<file path="src/hca_pkg.sv">
package hca_pkg;

  // ****************************************************************
  // Processor port numbers
  // ****************************************************************
  localparam logic [7:0] PORT_SEL_STAT = 8'h60;
  localparam logic [7:0] PORT_SEL_ADCM = 8'h61;
  localparam logic [7:0] PORT_DS_CTRL  = 8'h62;
  localparam logic [7:0] PORT_XADDR    = 8'h63;
  localparam logic [7:0] PORT_BUF12    = 8'h64;
  localparam logic [7:0] PORT_BUF34    = 8'h65;
  localparam logic [7:0] PORT_FSTAT    = 8'h66;
  localparam logic [7:0] PORT_CTRL     = 8'h67;
  localparam logic [7:0] PORT_SOURCE   = 8'h77;

  // ****************************************************************
  // Halfword bit positions (bit 0.0 is index 15, bit 1.7 is index 0)
  // ****************************************************************
  localparam int C67_PRG_IRQ  = 6;
  localparam int C67_EN_REQ   = 3;
  localparam int C67_EMU_SET  = 2;
  localparam int C67_EMU_RST  = 1;
  localparam int C67_EN_RST   = 0;
  localparam int C62_OUTBOUND = 15;
  localparam int C62_NFINAL   = 11;
  localparam int C62_RST_SEL  = 10;
  localparam int C62_RST_DS   = 9;
  localparam int C62_PRG_REQ  = 8;
  localparam int C77_DS_IRQ   = 4;
  localparam int C77_SEL_IRQ  = 3;
  localparam int C60_NORMAL   = 15;
  localparam int C67_ENABLED  = 3;

  // ****************************************************************
  // Sense bit positions within the byte (sense bit 0 is index 7)
  // ****************************************************************
  localparam int SNS_REJECT  = 7;
  localparam int SNS_INTERV  = 6;
  localparam int SNS_BOCHK   = 5;
  localparam int SNS_EQCHK   = 4;
  localparam int SNS_DCHK    = 3;
  localparam int SNS_UNUSED  = 2;
  localparam int SNS_NOTINIT = 1;
  localparam int SNS_ABORT   = 0;

  // ****************************************************************
  // Commands and status bytes
  // ****************************************************************
  localparam logic [7:0] CMD_TIO    = 8'h00;
  localparam logic [7:0] CMD_NOOP   = 8'h03;
  localparam logic [7:0] CMD_SENSE  = 8'h04;
  localparam logic [1:0] CMD_WR_LOW = 2'h1;
  localparam logic [1:0] CMD_RD_LOW = 2'h2;
  localparam logic [7:0] ST_ZERO    = 8'h00;
  localparam logic [7:0] ST_CE_DE   = 8'h0c;
  localparam logic [7:0] ST_CE_DE_UC = 8'h0e;
  localparam logic [1:0] CNT_RESET  = 2'h1;
  localparam int         SYNC_STAGES = 2;

  typedef enum logic [2:0] {
    HCA_IDLE     = 3'b000,
    HCA_SEL_ADDR = 3'b001,
    HCA_SEL_STAT = 3'b010,
    HCA_REQ      = 3'b011,
    HCA_XF_ADDR  = 3'b100,
    HCA_XF_DATA  = 3'b101,
    HCA_XF_GAP   = 3'b110,
    HCA_XF_STAT  = 3'b111
  } hca_state_t;

  typedef struct packed {
    logic [7:0] bus_out;
    logic       bus_out_par;
    logic       address_out;
    logic       select_out;
    logic       command_out;
    logic       service_out;
  } hca_chan_in_t;

  typedef struct packed {
    logic [7:0] bus_in;
    logic       bus_in_par;
    logic       operational_in;
    logic       address_in;
    logic       status_in;
    logic       service_in;
    logic       request_in;
  } hca_chan_out_t;

  typedef struct packed {
    logic        strobe;
    logic        write;
    logic [7:0]  port;
    logic [15:0] data;
  } hca_io_req_t;

endpackage

</file>
<file path="src/hca_sync.sv">
`timescale 1ns/1ps

// ******************************************************************
// Two-stage synchroniser for channel tag and bus pins
// ******************************************************************
module hca_sync #(
  parameter int WIDTH = 13
) (
  input  wire logic             core_clk,
  input  wire logic             rst_n,
  input  wire logic [WIDTH-1:0] async_in,
  output logic      [WIDTH-1:0] sync_out
);

  logic [WIDTH-1:0] meta_reg;

  // The first stage feeds only the second, so no logic sees a metastable level.
  always_ff @(posedge core_clk) begin
    if (!rst_n) begin
      meta_reg <= '0;
      sync_out <= '0;
    end else begin
      meta_reg <= async_in;
      sync_out <= meta_reg;
    end
  end

endmodule

</file>
<file path="src/hca_addr_match.sv">
`timescale 1ns/1ps

// ******************************************************************
// Native and emulation address recognition
// ******************************************************************
module hca_addr_match (
  input  wire logic [7:0] addr,
  input  wire logic [7:0] native_addr,
  input  wire logic [7:0] emu_low,
  input  wire logic [7:0] emu_high,
  input  wire logic       emu_on,
  output logic            hit,
  output logic            is_emu
);

  // Emulation range only counts once the program has made emulation operational.
  assign is_emu = emu_on && (addr >= emu_low) && (addr <= emu_high) && (addr != native_addr);
  assign hit    = (addr == native_addr) || is_emu;

endmodule

</file>
<file path="src/hca_core.sv">
// Functional notes
// - Port 67 bit 1.4 enables interface, reflected.
// - Port 67 bit 1.1 raises program interrupt.
// - Port 77 byte 1 flags data/status interrupt.
// - Port 62 bit 0.7 marks program request.
// - Transfer address byte identifies device on bus.
// - Port 66 loads native final status byte.
// - Port 62 bit 0.4 starts final status.
// - Selection with a non-autonomous command sets port 77 and port 60 flags.
// - Port 61 returns captured address and command.
// - Port 64 loads data buffer bytes one, two.
// - Port 62 outbound start, reset selection, count.
// - Sense byte bit layout fixed.
// - Hardware sets intervention bit on read/write.
// - Bus-out parity error sets sense bit 2.
// - Internal check sets sense bit 3.
// - Disconnect during sense ends with CE DE UC.
// - Respond only to native or emulation addresses.
// - Store address, echo it, capture command.
// - Native No-Op/TIO, emulation No-Op autonomous.
// - Autonomous commands present initial status.
// - Decode only while enabled; emulation needs enable.
// - Emulation selection overrides pending transfer request.
// - Byte count encoding in bits 1.6, 1.7.
`timescale 1ns/1ps

module hca_core (
  input  wire logic                   core_clk,
  input  wire logic                   rst_n,
  input  wire hca_pkg::hca_io_req_t   io_req,
  output logic [15:0]                 io_rdata,
  output logic                        io_ack,
  output logic                        level_three_interrupt,
  input  wire logic [7:0]             native_addr,
  input  wire logic [7:0]             emu_low,
  input  wire logic [7:0]             emu_high,
  input  wire hca_pkg::hca_chan_in_t  chan_pins,
  output hca_pkg::hca_chan_out_t      chan_out
);

  // ****************************************************************
  // Helpers
  // ****************************************************************
  function automatic logic odd_par(input logic [7:0] b);
    odd_par = ~^b;
  endfunction

  function automatic logic is_rdwr(input logic [7:0] c);
    is_rdwr = (c[1:0] == hca_pkg::CMD_WR_LOW) || (c[1:0] == hca_pkg::CMD_RD_LOW);
  endfunction

  // ****************************************************************
  // Pin synchronisation and address compare
  // ****************************************************************
  hca_pkg::hca_chan_in_t ch;
  hca_sync #(.WIDTH($bits(hca_pkg::hca_chan_in_t))) u_sync (
    .core_clk (core_clk),
    .rst_n    (rst_n),
    .async_in (chan_pins),
    .sync_out (ch)
  );

  logic enabled_reg;
  logic emu_on_reg;
  logic addr_hit;
  logic addr_emu;
  hca_addr_match u_match (
    .addr        (ch.bus_out),
    .native_addr (native_addr),
    .emu_low     (emu_low),
    .emu_high    (emu_high),
    .emu_on      (emu_on_reg),
    .hit         (addr_hit),
    .is_emu      (addr_emu)
  );

  // ****************************************************************
  // State
  // ****************************************************************
  hca_pkg::hca_state_t state_reg, state_next;
  logic [7:0] sel_addr_reg;
  logic [7:0] sel_cmd_reg;
  logic       sel_emu_reg;
  logic [7:0] xfer_addr_reg;
  logic [7:0] emu_stat_reg;
  logic [7:0] fstat_reg;
  logic [7:0] data_buf [4];
  logic [1:0] cnt_reg;
  logic [1:0] idx_reg;
  logic       outb_reg;
  logic       nfin_reg;
  logic       ds_pend_reg;
  logic       prog_reg;
  logic       sel_pend_reg;
  logic [7:0] sense_hw_reg;
  logic [7:0] stat_byte_reg;
  logic       disc_reg;

  // ****************************************************************
  // Processor instruction decode (one halfword per instruction)
  // ****************************************************************
  // halfword transfer
  wire        wr    = io_req.strobe && io_req.write;
  wire        rd    = io_req.strobe && !io_req.write;
  wire [15:0] wd    = io_req.data;
  wire        wr62  = wr && (io_req.port == hca_pkg::PORT_DS_CTRL);
  wire        wr67  = wr && (io_req.port == hca_pkg::PORT_CTRL);
  wire        known = (io_req.port inside {hca_pkg::PORT_SEL_STAT, hca_pkg::PORT_SEL_ADCM, hca_pkg::PORT_DS_CTRL,
                       hca_pkg::PORT_XADDR, hca_pkg::PORT_BUF12, hca_pkg::PORT_BUF34, hca_pkg::PORT_FSTAT,
                       hca_pkg::PORT_CTRL, hca_pkg::PORT_SOURCE});
  wire        rst_sel = wr62 && wd[hca_pkg::C62_RST_SEL];
  wire        rst_ds  = wr62 && wd[hca_pkg::C62_RST_DS];

  // ****************************************************************
  // Channel events
  // ****************************************************************
  // decode gated by enable
  wire sel_start = enabled_reg && ch.address_out && ch.select_out && addr_hit;
  wire cmd_par_ok = odd_par(ch.bus_out) == ch.bus_out_par;
  wire [7:0] cmd = ch.bus_out;
  wire auto_cmd = (cmd == hca_pkg::CMD_NOOP) || (!sel_emu_reg && cmd == hca_pkg::CMD_TIO);
  wire cmd_take = (state_reg == hca_pkg::HCA_SEL_ADDR) && ch.command_out;
  wire abandon = (state_reg == hca_pkg::HCA_REQ) && sel_start && emu_on_reg;
  wire svc_take = ch.service_out;
  wire last_byte = (idx_reg == cnt_reg - 2'h1);
  wire data_done = (state_reg == hca_pkg::HCA_XF_DATA) && svc_take && !ch.address_out && last_byte;
  wire stat_done = (state_reg == hca_pkg::HCA_XF_STAT) && svc_take;
  wire disconnect = (state_reg == hca_pkg::HCA_XF_DATA) && ch.address_out && !ch.select_out;

  // ****************************************************************
  // Next state
  // ****************************************************************
  always_comb begin
    state_next = state_reg;
    case (state_reg)
      hca_pkg::HCA_IDLE: begin
        if (sel_start) begin
          state_next = hca_pkg::HCA_SEL_ADDR;
        end else if (enabled_reg && (outb_reg || nfin_reg)) begin
          state_next = hca_pkg::HCA_REQ;
        end
      end
      hca_pkg::HCA_SEL_ADDR: begin
        if (ch.command_out) begin
          state_next = hca_pkg::HCA_SEL_STAT;
        end
      end
      hca_pkg::HCA_SEL_STAT: begin
        if (svc_take) begin
          state_next = hca_pkg::HCA_IDLE;
        end
      end
      hca_pkg::HCA_REQ: begin
        if (abandon) begin
          state_next = hca_pkg::HCA_SEL_ADDR;
        end else if (ch.select_out && !ch.address_out) begin
          state_next = hca_pkg::HCA_XF_ADDR;
        end
      end
      hca_pkg::HCA_XF_ADDR: begin
        if (ch.command_out) begin
          state_next = outb_reg ? hca_pkg::HCA_XF_DATA : hca_pkg::HCA_XF_STAT;
        end
      end
      hca_pkg::HCA_XF_DATA: begin
        if (disconnect) begin
          state_next = hca_pkg::HCA_XF_STAT;
        end else if (svc_take) begin
          state_next = last_byte ? hca_pkg::HCA_IDLE : hca_pkg::HCA_XF_GAP;
        end
      end
      hca_pkg::HCA_XF_GAP: begin
        if (!ch.service_out) begin
          state_next = hca_pkg::HCA_XF_DATA;
        end
      end
      hca_pkg::HCA_XF_STAT: begin
        if (svc_take) begin
          state_next = hca_pkg::HCA_IDLE;
        end
      end
      default: state_next = hca_pkg::HCA_IDLE;
    endcase
  end

  // ****************************************************************
  // Control latches: hardware sets win over program resets
  // ****************************************************************
  // interface enable latch
  wire en_next = (enabled_reg && !(wr67 && wd[hca_pkg::C67_EN_RST])) || (wr67 && wd[hca_pkg::C67_EN_REQ]);
  wire emu_next = (emu_on_reg && !(wr67 && wd[hca_pkg::C67_EMU_RST])) || (wr67 && wd[hca_pkg::C67_EMU_SET]);
  wire prg_set = wr67 && wd[hca_pkg::C67_PRG_IRQ];
  wire ds_set = prg_set || data_done || stat_done;
  wire ds_pend_next = (ds_pend_reg && !rst_ds) || ds_set;
  wire prog_next = (prog_reg && !rst_ds && !data_done && !stat_done) || prg_set;
  wire sel_irq_set = cmd_take && !auto_cmd;
  wire sel_pend_next = (sel_pend_reg && !rst_sel) || sel_irq_set;
  wire outb_next = wr62 ? wd[hca_pkg::C62_OUTBOUND] : (outb_reg && !data_done && !abandon && !disconnect);
  wire nfin_next = wr62 ? wd[hca_pkg::C62_NFINAL] : (nfin_reg && !stat_done && !abandon);

  // intervention while a read or write command runs
  wire interv = sel_pend_reg && is_rdwr(sel_cmd_reg);
  // bus-out check on the command byte
  wire bo_set = cmd_take && !cmd_par_ok;
  // equipment check on a bad processor transfer
  wire eq_set = io_req.strobe && !known;
  wire [7:0] sense_next = {1'b0, interv,
                           (sense_hw_reg[hca_pkg::SNS_BOCHK] && !rst_sel) || bo_set,
                           (sense_hw_reg[hca_pkg::SNS_EQCHK] && !rst_sel) || eq_set, 4'h0};

  wire [7:0] init_stat = (cmd == hca_pkg::CMD_NOOP) ? hca_pkg::ST_CE_DE :
                         (nfin_reg ? fstat_reg : hca_pkg::ST_ZERO);
  // status source; a disconnect forces CE DE UC below.
  wire [7:0] xf_stat = nfin_reg ? fstat_reg : emu_stat_reg;
  // hardware sense bits merge into the first sense byte
  wire [7:0] out_byte = (sel_cmd_reg == hca_pkg::CMD_SENSE && idx_reg == 2'h0) ?
                        (data_buf[0] | sense_hw_reg) : data_buf[idx_reg];

  always_ff @(posedge core_clk) begin
    if (!rst_n) begin
      state_reg    <= hca_pkg::HCA_IDLE;
      enabled_reg  <= 1'b0;
      emu_on_reg   <= 1'b0;
      ds_pend_reg  <= 1'b0;
      prog_reg     <= 1'b0;
      sel_pend_reg <= 1'b0;
      outb_reg     <= 1'b0;
      nfin_reg     <= 1'b0;
      sense_hw_reg <= 8'h00;
      disc_reg     <= 1'b0;
    end else begin
      state_reg    <= state_next;
      enabled_reg  <= en_next;
      emu_on_reg   <= emu_next;
      ds_pend_reg  <= ds_pend_next;
      prog_reg     <= prog_next;
      sel_pend_reg <= sel_pend_next;
      outb_reg     <= outb_next;
      nfin_reg     <= nfin_next;
      sense_hw_reg <= sense_next;
      disc_reg     <= disconnect || (disc_reg && !rst_sel);
    end
  end

  // ****************************************************************
  // Program-loaded bytes and captured selection data
  // ****************************************************************
  // Data registers need no reset; software loads them before use.
  always_ff @(posedge core_clk) begin
    if (!rst_n) begin
      cnt_reg <= hca_pkg::CNT_RESET;
      idx_reg <= 2'h0;
    end else begin
      if (wr62) begin
        cnt_reg <= wd[1:0];
      end
      if (state_reg == hca_pkg::HCA_XF_ADDR) begin
        idx_reg <= 2'h0;
      end else if (state_reg == hca_pkg::HCA_XF_DATA && svc_take) begin
        idx_reg <= idx_reg + 2'h1;
      end
    end
  end

  always_ff @(posedge core_clk) begin
    if ((state_reg == hca_pkg::HCA_IDLE || abandon) && sel_start) begin
      sel_addr_reg <= ch.bus_out;
      sel_emu_reg  <= addr_emu;
    end
    if (cmd_take) begin
      sel_cmd_reg <= cmd;
    end
    if (wr && io_req.port == hca_pkg::PORT_XADDR) begin
      xfer_addr_reg <= wd[15:8];
      emu_stat_reg  <= wd[7:0];
    end
    // data buffer bytes one and two
    if (wr && io_req.port == hca_pkg::PORT_BUF12) begin
      data_buf[0] <= wd[15:8];
      data_buf[1] <= wd[7:0];
    end
    if (wr && io_req.port == hca_pkg::PORT_BUF34) begin
      data_buf[2] <= wd[15:8];
      data_buf[3] <= wd[7:0];
    end
    if (wr && io_req.port == hca_pkg::PORT_FSTAT) begin
      fstat_reg <= wd[7:0];
    end
    if (cmd_take) begin
      stat_byte_reg <= init_stat;
    end else if (disconnect) begin
      stat_byte_reg <= hca_pkg::ST_CE_DE_UC;
    end else if (state_reg == hca_pkg::HCA_XF_ADDR) begin
      stat_byte_reg <= xf_stat;
    end
  end

  // ****************************************************************
  // Processor read answers
  // ****************************************************************
  wire [15:0] rd_mux =
    (io_req.port == hca_pkg::PORT_SOURCE)   ? {11'h000, ds_pend_reg, sel_pend_reg, 3'h0} :
    (io_req.port == hca_pkg::PORT_SEL_STAT) ? {sel_pend_reg, 15'h0000} :
    (io_req.port == hca_pkg::PORT_SEL_ADCM) ? {sel_addr_reg, sel_cmd_reg} :
    (io_req.port == hca_pkg::PORT_DS_CTRL)  ? {outb_reg, 3'h0, nfin_reg, disc_reg, 1'b0, prog_reg,
                                               5'h00, idx_reg == 2'h0, idx_reg} :
    (io_req.port == hca_pkg::PORT_XADDR)    ? {xfer_addr_reg, 8'h00} :
    (io_req.port == hca_pkg::PORT_BUF12)    ? {data_buf[0], data_buf[1]} :
    (io_req.port == hca_pkg::PORT_BUF34)    ? {data_buf[2], data_buf[3]} :
    (io_req.port == hca_pkg::PORT_FSTAT)    ? {8'h00, fstat_reg} :
    (io_req.port == hca_pkg::PORT_CTRL)     ? {native_addr, 4'h0, enabled_reg, emu_on_reg, 2'h0} : 16'h0000;

  always_ff @(posedge core_clk) begin
    if (!rst_n) begin
      io_rdata <= 16'h0000;
      io_ack   <= 1'b0;
    end else begin
      io_ack <= io_req.strobe;
      if (rd) begin
        io_rdata <= rd_mux;
      end
    end
  end

  assign level_three_interrupt = ds_pend_reg || sel_pend_reg;

  // ****************************************************************
  // Channel bus-in and tags
  // ****************************************************************
  wire [7:0] bus_sel = (state_reg == hca_pkg::HCA_SEL_ADDR) ? sel_addr_reg :
                       (state_reg == hca_pkg::HCA_XF_ADDR)  ? xfer_addr_reg :
                       (state_reg == hca_pkg::HCA_XF_DATA)  ? out_byte :
                       (state_reg == hca_pkg::HCA_SEL_STAT || state_reg == hca_pkg::HCA_XF_STAT) ?
                       stat_byte_reg : 8'h00;

  always_ff @(posedge core_clk) begin
    if (!rst_n) begin
      chan_out <= '0;
    end else begin
      chan_out.bus_in         <= bus_sel;
      chan_out.bus_in_par     <= odd_par(bus_sel);
      chan_out.operational_in <= !(state_reg inside {hca_pkg::HCA_IDLE, hca_pkg::HCA_REQ});
      chan_out.address_in     <= state_reg inside {hca_pkg::HCA_SEL_ADDR, hca_pkg::HCA_XF_ADDR};
      chan_out.status_in      <= state_reg inside {hca_pkg::HCA_SEL_STAT, hca_pkg::HCA_XF_STAT};
      chan_out.service_in     <= state_reg == hca_pkg::HCA_XF_DATA;
      chan_out.request_in     <= state_reg == hca_pkg::HCA_REQ; // Same state as bus_sel, so tag and byte align.
    end
  end
endmodule

</file>
<file path="config.mk">
export PLATFORM = sky130hd
export DESIGN_NAME = hca_core
export DESIGN_NICKNAME = d
export VERILOG_FILES = /design/src/hca_pkg.sv /design/src/hca_sync.sv /design/src/hca_addr_match.sv /design/src/hca_core.sv
export SDC_FILE = /design/constraint.sdc
export NUM_CORES = 1
export LEC_CHECK = 0
export BUFFER_PORTS_ARGS = -buffer_cell sky130_fd_sc_hd__buf_2
export CORE_MARGIN = 2
export CORE_UTILIZATION = 39
export CTS_CLUSTER_DIAMETER = 100
export DETAILED_ROUTE_END_ITERATION = 8
export MAX_ROUTING_LAYER = met4
export PLACE_DENSITY = 0.56
export SLEW_MARGIN = 20
export SYNTH_ARGS = -nofsm -noshare
export SYNTH_HDL_FRONTEND = slang
export SYNTH_SLANG_ARGS = --single-unit
</file>
<file path="constraint.sdc">
create_clock -name core_clk -period 7.5 [get_ports core_clk]
set_input_delay 0.375 -clock core_clk [delete_from_list [all_inputs] [get_ports core_clk]]
set_output_delay 0.375 -clock core_clk [all_outputs]
set_load 0.005 [all_outputs]
</file>
# == Yosys cells after proc, flatten, opt, wreduce, memory -nomap -nowiden ==
# Memories as Yosys holds them, arrays and structs flattened. A register that Yosys moved wholly into a read port is not among the register bits.
# Index checks and enable logic that the tools add are counted.
# totals
register_bits,129
output_inout_bits,32
mem_bits_rw,32
mem_count,1
# memory_table
name,depth,width,rd,rd_clocked_by_memory_dff,write_ports,line_no,text
data_buf,4,8,5,1,2,hca_core.sv:87,logic [7:0] data_buf [4];
# op_classes
bitwise_logic,2
muxes,47
order_cmp,2
n_reduce_logical,102
addsub,2
n_eq_ne,31
# ops
operator,count
two-way mux 16 bit,9
two-way mux 8 bit,13
== test 8 x 7 -> 1 bit (second input constant),9
logical AND 1 bit,54
two-way mux 3 bit,11
one-hot mux 3 bit (7 select lines),1
logical OR 1 bit,17
logical NOT 1 bit,16
OR reduction 8 bit,2
XNOR reduction 8 bit,2
== test 3 bit (second input constant),4
two-way mux 2 bit,5
nonzero test 9 bit,1
== test 8 x 2 -> 1 bit (second input constant),1
== test 8 x 3 -> 1 bit (second input constant),1
== test 8 bit,1
>= comparator 8 bit,1
less-or-equal comparator 8 bit,1
logical NOT 8 bit,1
two-way mux 1 bit,8
inequality test 8 bit,1
OR 8 bit,1
AND reduction 7 bit,1
== test 3 x 2 -> 1 bit (second input constant),2
17 further kinds,23

# == Longest topological paths before layout ==
# Gate-level depths: netlist (run 1).
# depth
word_depth,12
depth_mapped,10
mapped_depth_nobuf,9

# == Hierarchy ==
# Synthesis (run 1) repeated with hierarchy kept, for this count alone.
# unflattened
cells_unflattened,732
area_unflattened_um2,7586.0
# by_module_without_submodules
module,instances,area_each_um2,seq_area_each_um2,cells_per_inst
hca_core,1,6354.8,3453.3,613
hca_sync,1,730.7,520.5,54
hca_addr_match,1,500.5,0.0,65

# == Least setup slack after synthesis (run 1) ==
# OpenSTA, ideal clock, no wires.
# synth_timing
kind,input -> register
start,in io_req[19] in the netlist's numbering
end,mem data_buf[0][0] (enable)
slack_ps,4392
arrival_ps,2678
setup_ps,430
stages,4
cell_sequence,nand4bb_1 > nor2_1 > nand2_1 > nor4_1
# synth_rtl
element,line_no,text
start: declaration,hca_core.sv:30,"input wire hca_pkg::hca_io_req_t io_req,"
end: declaration,hca_core.sv:87,

# == Worst setup path after layout (run 1) ==
# layout_timing
start,reg u_sync.sync_out[8]
end,reg sel_addr_reg[5] (enable)
# layout_via
elab_chain_len,10
elab_cells_between_ends,13
# layout_lines
element,line_no,text
start: declaration,hca_sync.sv:12,output logic [WIDTH-1:0] sync_out
start signal: assignment,hca_sync.sv:24,sync_out <= meta_reg;
>= comparator 8 bit,hca_addr_match.sv:17,assign is_emu = emu_on && (addr >= emu_low) && (addr <= emu_high) && (addr != native_addr);
logical AND 1 bit (3 in series),hca_addr_match.sv:17,
logical OR 1 bit (*),hca_addr_match.sv:18,assign hit = (addr == native_addr) || is_emu;
logical AND 1 bit (*),hca_core.sv:118,wire sel_start = enabled_reg && ch.address_out && ch.select_out && addr_hit;
logical AND 1 bit (2 in series),hca_core.sv:123,wire abandon = (state_reg == hca_pkg::HCA_REQ) && sel_start && emu_on_reg;
logical OR 1 bit,hca_core.sv:266,if ((state_reg == hca_pkg::HCA_IDLE || abandon) && sel_start) begin
logical AND 1 bit (*),hca_core.sv:266,
end signal: assignment,hca_core.sv:267,sel_addr_reg <= ch.bus_out;
end: declaration,hca_core.sv:81,logic [7:0] sel_addr_reg;
# Every way passes the cells marked *; elsewhere a longest branch is shown, timed or not.
# A chain may end at the register's enable or synchronous reset.

==> results.yml, run 1 <==
layout:
  syn2layout_area_growth_pct: 18.1
  largest_reg_flops: 32
  fin_cells: 1062
  final_area_sq_um: 8840
  nets: 902
  top_regs: "data_buf: 32 flops, io_rdata: 16 flops, chan_out: 14 flops"
  top_register: "data_buf"
  drive_gt1_frac: 0.192
  fin_util: 0.471
synth:
  synthXorXnorAreaFrac: 0.0247
  synthesis.nets: 810
  ys_ff_latch: 158
  synthSimpleGateAreaFrac: 0.161
  synth_mux_area_frac: 0.0468
  synth_area_per_cell_sq_um: 10.4
  synthArstFlopShare: 0
  synth_adder_area_share: 0.0384
  seq_area_frac_synth: 0.531
  yosys_warnings: 0
  synth_compound_area_frac: 0.160
  ys_types: 73
  syn_area_sq_um: 7490
  synthCells: 722
  synth_top_family_by_area: "simple AND/OR/NAND/NOR gates"
  synth_edf_count: 81
  synth-main-ff-cell: "edfxtp_1"
grt:
  grt_use_total: 0.255
  grt_overflow: 0
  antenna_found_initial: 1
  grt_max_degree: 45
  grt_pass1_wl_mm: 36.2
  grt_pass1_vias: 5812
timing:
  fin_crit_sh: 0.405
  fmax_ghz: 0.329
  hold_violations: 0
  slew_viol_final: 0
  tightest_slew_ps: 985
  fin_skew_ps: 10.3
  finalSetupViolCount: 0
  slew_headroom: 0.341
  min_period_ps: 3040
  holdWs_ps: 147
  grt_setup_unrepaired: "false"
  fin_tns_setup_ps: 0
  fin_ws_ps: 4460
placed_design:
  dp_cells: 1029
  dp_hpwl_mm: 18.5
  dp_worst_setup_slack_ps: 4440
  io_buffer_count: 96
  placed_area_sq_um: 8220
  gp_congestion: 0.974
cts:
  cts-root-buf: "clkbuf_16"
  numCtsBuffers: 17
  post_cts_resized: 0
  cts_setup_buffers: 0
  clk_latency_ps: 430
  path_clk_slew_ps: 60
  cts_tree: "yes"
  cts_buffer_depth: 2
  cts.sinks: 158
  ctsHoldBuffers: 0
  cts.htree.levels: 4
min_path:
  hp-class: "in -> reg"
  hold_path_depth: 2
  hold_path_end: "u_sync.meta_reg[5]"
  hp-start: "chan_pins[5]"
detailed_routing:
  wirelength_mm: 24.3
  dr.first_iter.drc_count: 649
  dr.pass1.iters: 6
  vias: 5983
  detail-route-antenna-nets: 0
  avgViaCountPerCell: 5.63
  avgRoutedWirePerCell_um: 22.9
  route.detailed.drc: 0
setup_path:
  cp_data_arrival_time_ps: 3100
  crit_type: "reg -> reg"
  path_cells: "ha_1, and3_1, a221o_1, a21oi_1, o22ai_2, a21oi_1, o21ai_1, a211oi_2"
  regToRegStartpoint: "u_sync.sync_out[8]"
  crit_fanout: 9
  crit_slowest_cell: "a211oi_2"
  crit_buf_inv: 0
  worstSetupStartpointType: "flip-flop"
  crit_path_end_kind: "flip-flop"
  r2r-end: "sel_addr_reg[5]"
  crit_family: "compound AO/OA/AOI/OAI gates"
  rr_worst_depth: 8
  worst-endpoint-required_ps: 7560
  r2r_setup_slack_ps: 4460
  crit_top_cell: "a21oi_1"
  max_stage_delay_ps: 700
power:
  leakagePower_nw: 3.51
  irDropWorstVdd_uv: 147
  power_mw: 2.31
  p_per_area_nw_per_um2: 261
floorplan:
  initial_core_util: 0.399
  die_h_um: 143
  die_w_um: 143
  std_cell_rows: 50
  die-area_sq_um: 20300
  io_pins: 97
  core_area_sq_um: 18800
job:
  drv_cap: 0
status:
  status: "finished clean"
==> how the worst max path moves through the flow <==
| stage | startpoint | to | slack, ps | cells after the start |
|---|---|---|---|---|
| 3_5_place_dp | emu_high[3] | sel_addr_reg[4] | 4440 | 10 |
| 3_3_place_gp | emu_high[3] | sel_addr_reg[4] | 4200 | 10 |
| 5_1_grt | u_sync.sync_out[7] | sel_addr_reg[2] | 4190 | 8 |
| 2_1_floorplan | io_req[19] | data_buf[0][0] | 4390 | 4 |
| 6_report | u_sync.sync_out[8] | sel_addr_reg[5] | 4460 | 8 |
| 4_1_cts | u_sync.sync_out[8] | sel_addr_reg[5] | 4430 | 8 |
==> worst reg2reg max path, cell delays in order (launching register included) <==
cell and delay (ps):
dfxtp_1 480, ha_1 300, and3_1 200, a221o_1 360, a21oi_1 180, o22ai_2 160, a21oi_1 180, o21ai_1 100
a211oi_2 700
==> metal layers <==
| layer | GRT usage | vias up | share of wire |
|---|---|---|---|
| li1 | - | 2814 | - |
| met1 | 0.321 | 2863 | 0.42 |
| met2 | 0.416 | 267 | 0.48 |
| met3 | 0.0434 | 39 | 0.065 |
| met4 | 0.0907 | 0 | 0.031 |
| met5 | - | - | 0 |
==> synth_stat cells, drive strengths merged, types with 8 or more instances <==
library cell / n / share of area
clkbuf: 21 / 0.011
nor2: 68 / 0.035
xor2: 10 / 0.012
nand3: 14 / 0.0094
nand2: 58 / 0.029
buf: 11 / 0.0079
a21oi: 53 / 0.035
a22oi: 18 / 0.018
nor3: 9 / 0.0060
o21ai: 39 / 0.026
inv: 41 / 0.021
mux2i: 20 / 0.027
o22ai: 8 / 0.0075
edfxtp: 81 / 0.32
and3: 11 / 0.0092
ha: 23 / 0.038
and2: 36 / 0.030
dfxtp: 77 / 0.21
nor2b: 10 / 0.0084
==> power by group <==
part           total [mW]  internal (mW)  leakage [nW]  switching (mW)
Sequential          0.991          0.962          1.37          0.0297
Combinational       0.412          0.181          1.83           0.231
Clock               0.903          0.539         0.313           0.364
Total                2.31           1.68          3.51           0.625
==> cell type report <==
class                   instances  area (sq um)
clock buffers                  23           533
well taps                     234           293
fillers                      1796          9930
inverters                      41           154
repair buffers                105           548
clock inverters                 9          90.1
multi-input cells             491          3250
diodes                          1          2.50
flip-flops and latches        158          3970
==> cell usage in the layout, fill, tap and decap left out, drive strengths merged, types with 7 or more instances in the layout <==
cell type	n
buf	105
edfxtp	81
dfxtp	77
nor2	68
nand2	58
a21oi	53
inv	44
o21ai	39
and2	36
ha	23
clkbuf	23
mux2i	20
a22oi	18
nand3	14
and3	11
xor2	10
nor2b	10
nor3	9
o22ai	8
nand2b	7
a31oi	7
==> logic make-up after synthesis <==
kind of cell    count (synthesis)
flops                         158
buf+inv                        73
mux                            28
compound gates                183
xor+xnor                       18
fa+ha+maj                      23
simple gates                  239
No activity file was read; power rests on OpenSTA's default activity.
==> inputs of run 2 (changes only) <==
- clock period: 7.5 -> 2.8 ns (I/O delays scaled with it)
==> run 2 against run 1 <==
  * Power increased to 2.7 times the previous value
  * Critical path depth increased by 3
  * Sequential power increased to 2.7 times the previous value
  * Flip-flop and latch count unchanged
  * Clock power increased to 2.7 times the previous value
  * First-iteration DRC count increased by 6.9%
  * Final cell count increased by 5.3%
  * Register-to-register slack got worse by 4400 ps
  * Count of clock-buffer cells in the layout decreased by 6
  * Wire length increased by 3.7%
  * Largest power group unchanged
==> results.yml, run 2 (synthesized netlist as in run 1, its figures left out) <==
status:
  status: "finished clean"
setup_path:
  crit_top_cell: "buf_4"
  r2r_setup_slack_ps: 70
  crit_path_end_kind: "flip-flop"
  crit_start: "u_sync.sync_out[5]"
  max_stage_delay_ps: 440
  path_cells: "inv_1, ha_1, nand2b_1, a2111oi_1, o32ai_1, o22ai_2, buf_4, nor2_1, o21ai_1, a211oi_2, buf_4"
  worstSetupStartpointType: "flip-flop"
  regToRegStartpoint: "u_sync.sync_out[5]"
  crit_fanout: 9
  rr_worst_depth: 11
  r2r-end: "sel_addr_reg[4]"
  worst-endpoint-required_ps: 2990
  endpoint: "sel_addr_reg[4]"
  crit_slowest_cell: "dfxtp_1"
  cp_data_arrival_time_ps: 2920
  crit_buf_inv: 3
  cp.depth: 11
  crit_family: "compound AO/OA/AOI/OAI gates"
  crit_type: "reg -> reg"
detailed_routing:
  avgViaCountPerCell: 5.58
  dr.pass1.iters: 6
  dr.first_iter.drc_count: 694
  route.detailed.drc: 0
  avgRoutedWirePerCell_um: 22.6
  detail-route-antenna-nets: 0
  wirelength_mm: 25.2
  vias: 6234
floorplan:
  die-area_sq_um: 20300
  std_cell_rows: 50
  die_h_um: 143
  io_pins: 97
  core_area_sq_um: 18800
  die_w_um: 143
  initial_core_util: 0.399
power:
  leakagePower_nw: 3.75
  irDropWorstVdd_uv: 406
  p_per_area_nw_per_um2: 678
timing:
  finalSetupViolCount: 0
  min_period_ps: 2730
  hold_violations: 0
  tightest_slew_ps: 709
  fin_skew_ps: 11.1
  slew_viol_final: 0
  fin_crit_sh: 0.975
  holdWs_ps: 40.6
  fmax_ghz: 0.366
  slew_headroom: 0.527
grt:
  grt_use_total: 0.263
  grt_overflow: 0
  grt_pass1_wl_mm: 37.7
  met1_usage: 0.335
  top_usage_layer: "met2"
  grt.met2_usage: 0.419
  grt_pass1_vias: 6144
  antenna_found_initial: 0
  grt_max_degree: 44
  grt_use_met3: 0.0431
cts:
  cts_tree: "yes"
  clk_latency_ps: 440
  cts_buffer_depth: 2
  cts.sinks: 158
  cts.htree.levels: 4
  path_clk_slew_ps: 70
  numCtsBuffers: 17
  cts-root-buf: "clkbuf_16"
job:
  drv_cap: 0
min_path:
  hp-class: "in -> reg"
layout:
  drive_gt1_frac: 0.214
  top_regs: "data_buf: 32 flops, io_rdata: 16 flops, chan_out: 14 flops"
  nets: 959
  final_area_sq_um: 9330
  top_register: "data_buf"
  largest_reg_flops: 32
  layout_commonest_cell: "buf_2"
  fin_util: 0.497
  final_cell_mix: "buf_2 (96), edfxtp_1 (81), dfxtp_1 (76), nor2_1 (67), nand2_1 (57)"
  syn2layout_area_growth_pct: 24.7
  n_antenna_cell: 0
placed_design:
  io_buffer_count: 96
  gp_congestion: 0.984
  placed_area_sq_um: 8420
  dp_hpwl_mm: 19.6
-- run 2: changes by cell type in the layout (fill, tap and decap cells not counted), moves of 2 or more --
cell,previous run,this run
clkbuf_8,2,0
bufinv_16,1,3
dlygate4sd3_1,0,28
clkinv_4,3,0
clkbuf_16,20,17
buf_4,9,38
inv_6,2,7
-- run 2: worst min-delay path by stage --
stage               cells after the start               end  slack, ps  startpoint
global placement                        1    data_buf[2][0]        340   io_req[8]
global route                            1      fstat_reg[1]         40   io_req[1]
finish                                  1    data_buf[3][0]         40   io_req[0]
CTS                                     1    data_buf[3][0]         40   io_req[0]
detailed placement                      1  xfer_addr_reg[0]        340   io_req[8]
floorplan                               0    data_buf[0][0]        240   io_req[8]
-- run 2: per-layer routing --
layer  part of all wire  wire, um
met1               0.44     11000
met2               0.47     12000
met3              0.053      1340
met4              0.037       935
met5                  0         0
-- run 2: stage by stage --
| step | setup TNS, ps | instances | power, mW | setup slack [ps] |
|---|---|---|---|---|
| 6_report | 0 | 1118 | 6.33 | 69.2 |
| 5_1_grt | -1.54 | 1118 | 6.58 | -1.54 |
| 4_1_cts | 0 | 1117 | 6.36 | 87.6 |
| 3_5_place_dp | 0 | 1057 | 3.88 | 109 |
| 3_3_place_gp | 0 | 1057 | 3.85 | 168 |
| 2_1_floorplan | 0 | 722 | 3.44 | 248 |
-- run 2: final cells by class --
cell class	count	area, sq um
sequential	158	3980
clock inverter	15	196
tap	234	293
multi-input combinational	491	3240
inverter	41	154
timing repair buffer	162	1050
clock buffer	17	425
fill	1752	9440
-- run 2: worst register-to-register path, stage by stage, from the launching register on --
cell and delay, ps:
dfxtp_1 440, inv_1 130, ha_1 280, nand2b_1 140, a2111oi_1 430, o32ai_1 150
o22ai_2 280, buf_4 180, nor2_1 40, o21ai_1 140, a211oi_2 80, buf_4 180
-- run 2: power by group --
group	leakage [nW]	total [mW]	internal [mW]	switching, mW
Clock	0.301	2.46	1.43	1.03
Combinational	2.09	1.22	0.556	0.661
Sequential	1.37	2.65	2.58	0.0738
Total	3.75	6.33	4.56	1.76
-- run 2: timing repair --
| action | CTS | global route |
|---|---|---|
| endpoints found under the setup margin | 0 | 3 |
| hold buffers | 28 | 0 |
| setup buffers | 0 | 1 |
| endpoints found under the hold margin | 62 | 0 |
| resized for setup | 0 | 2 |
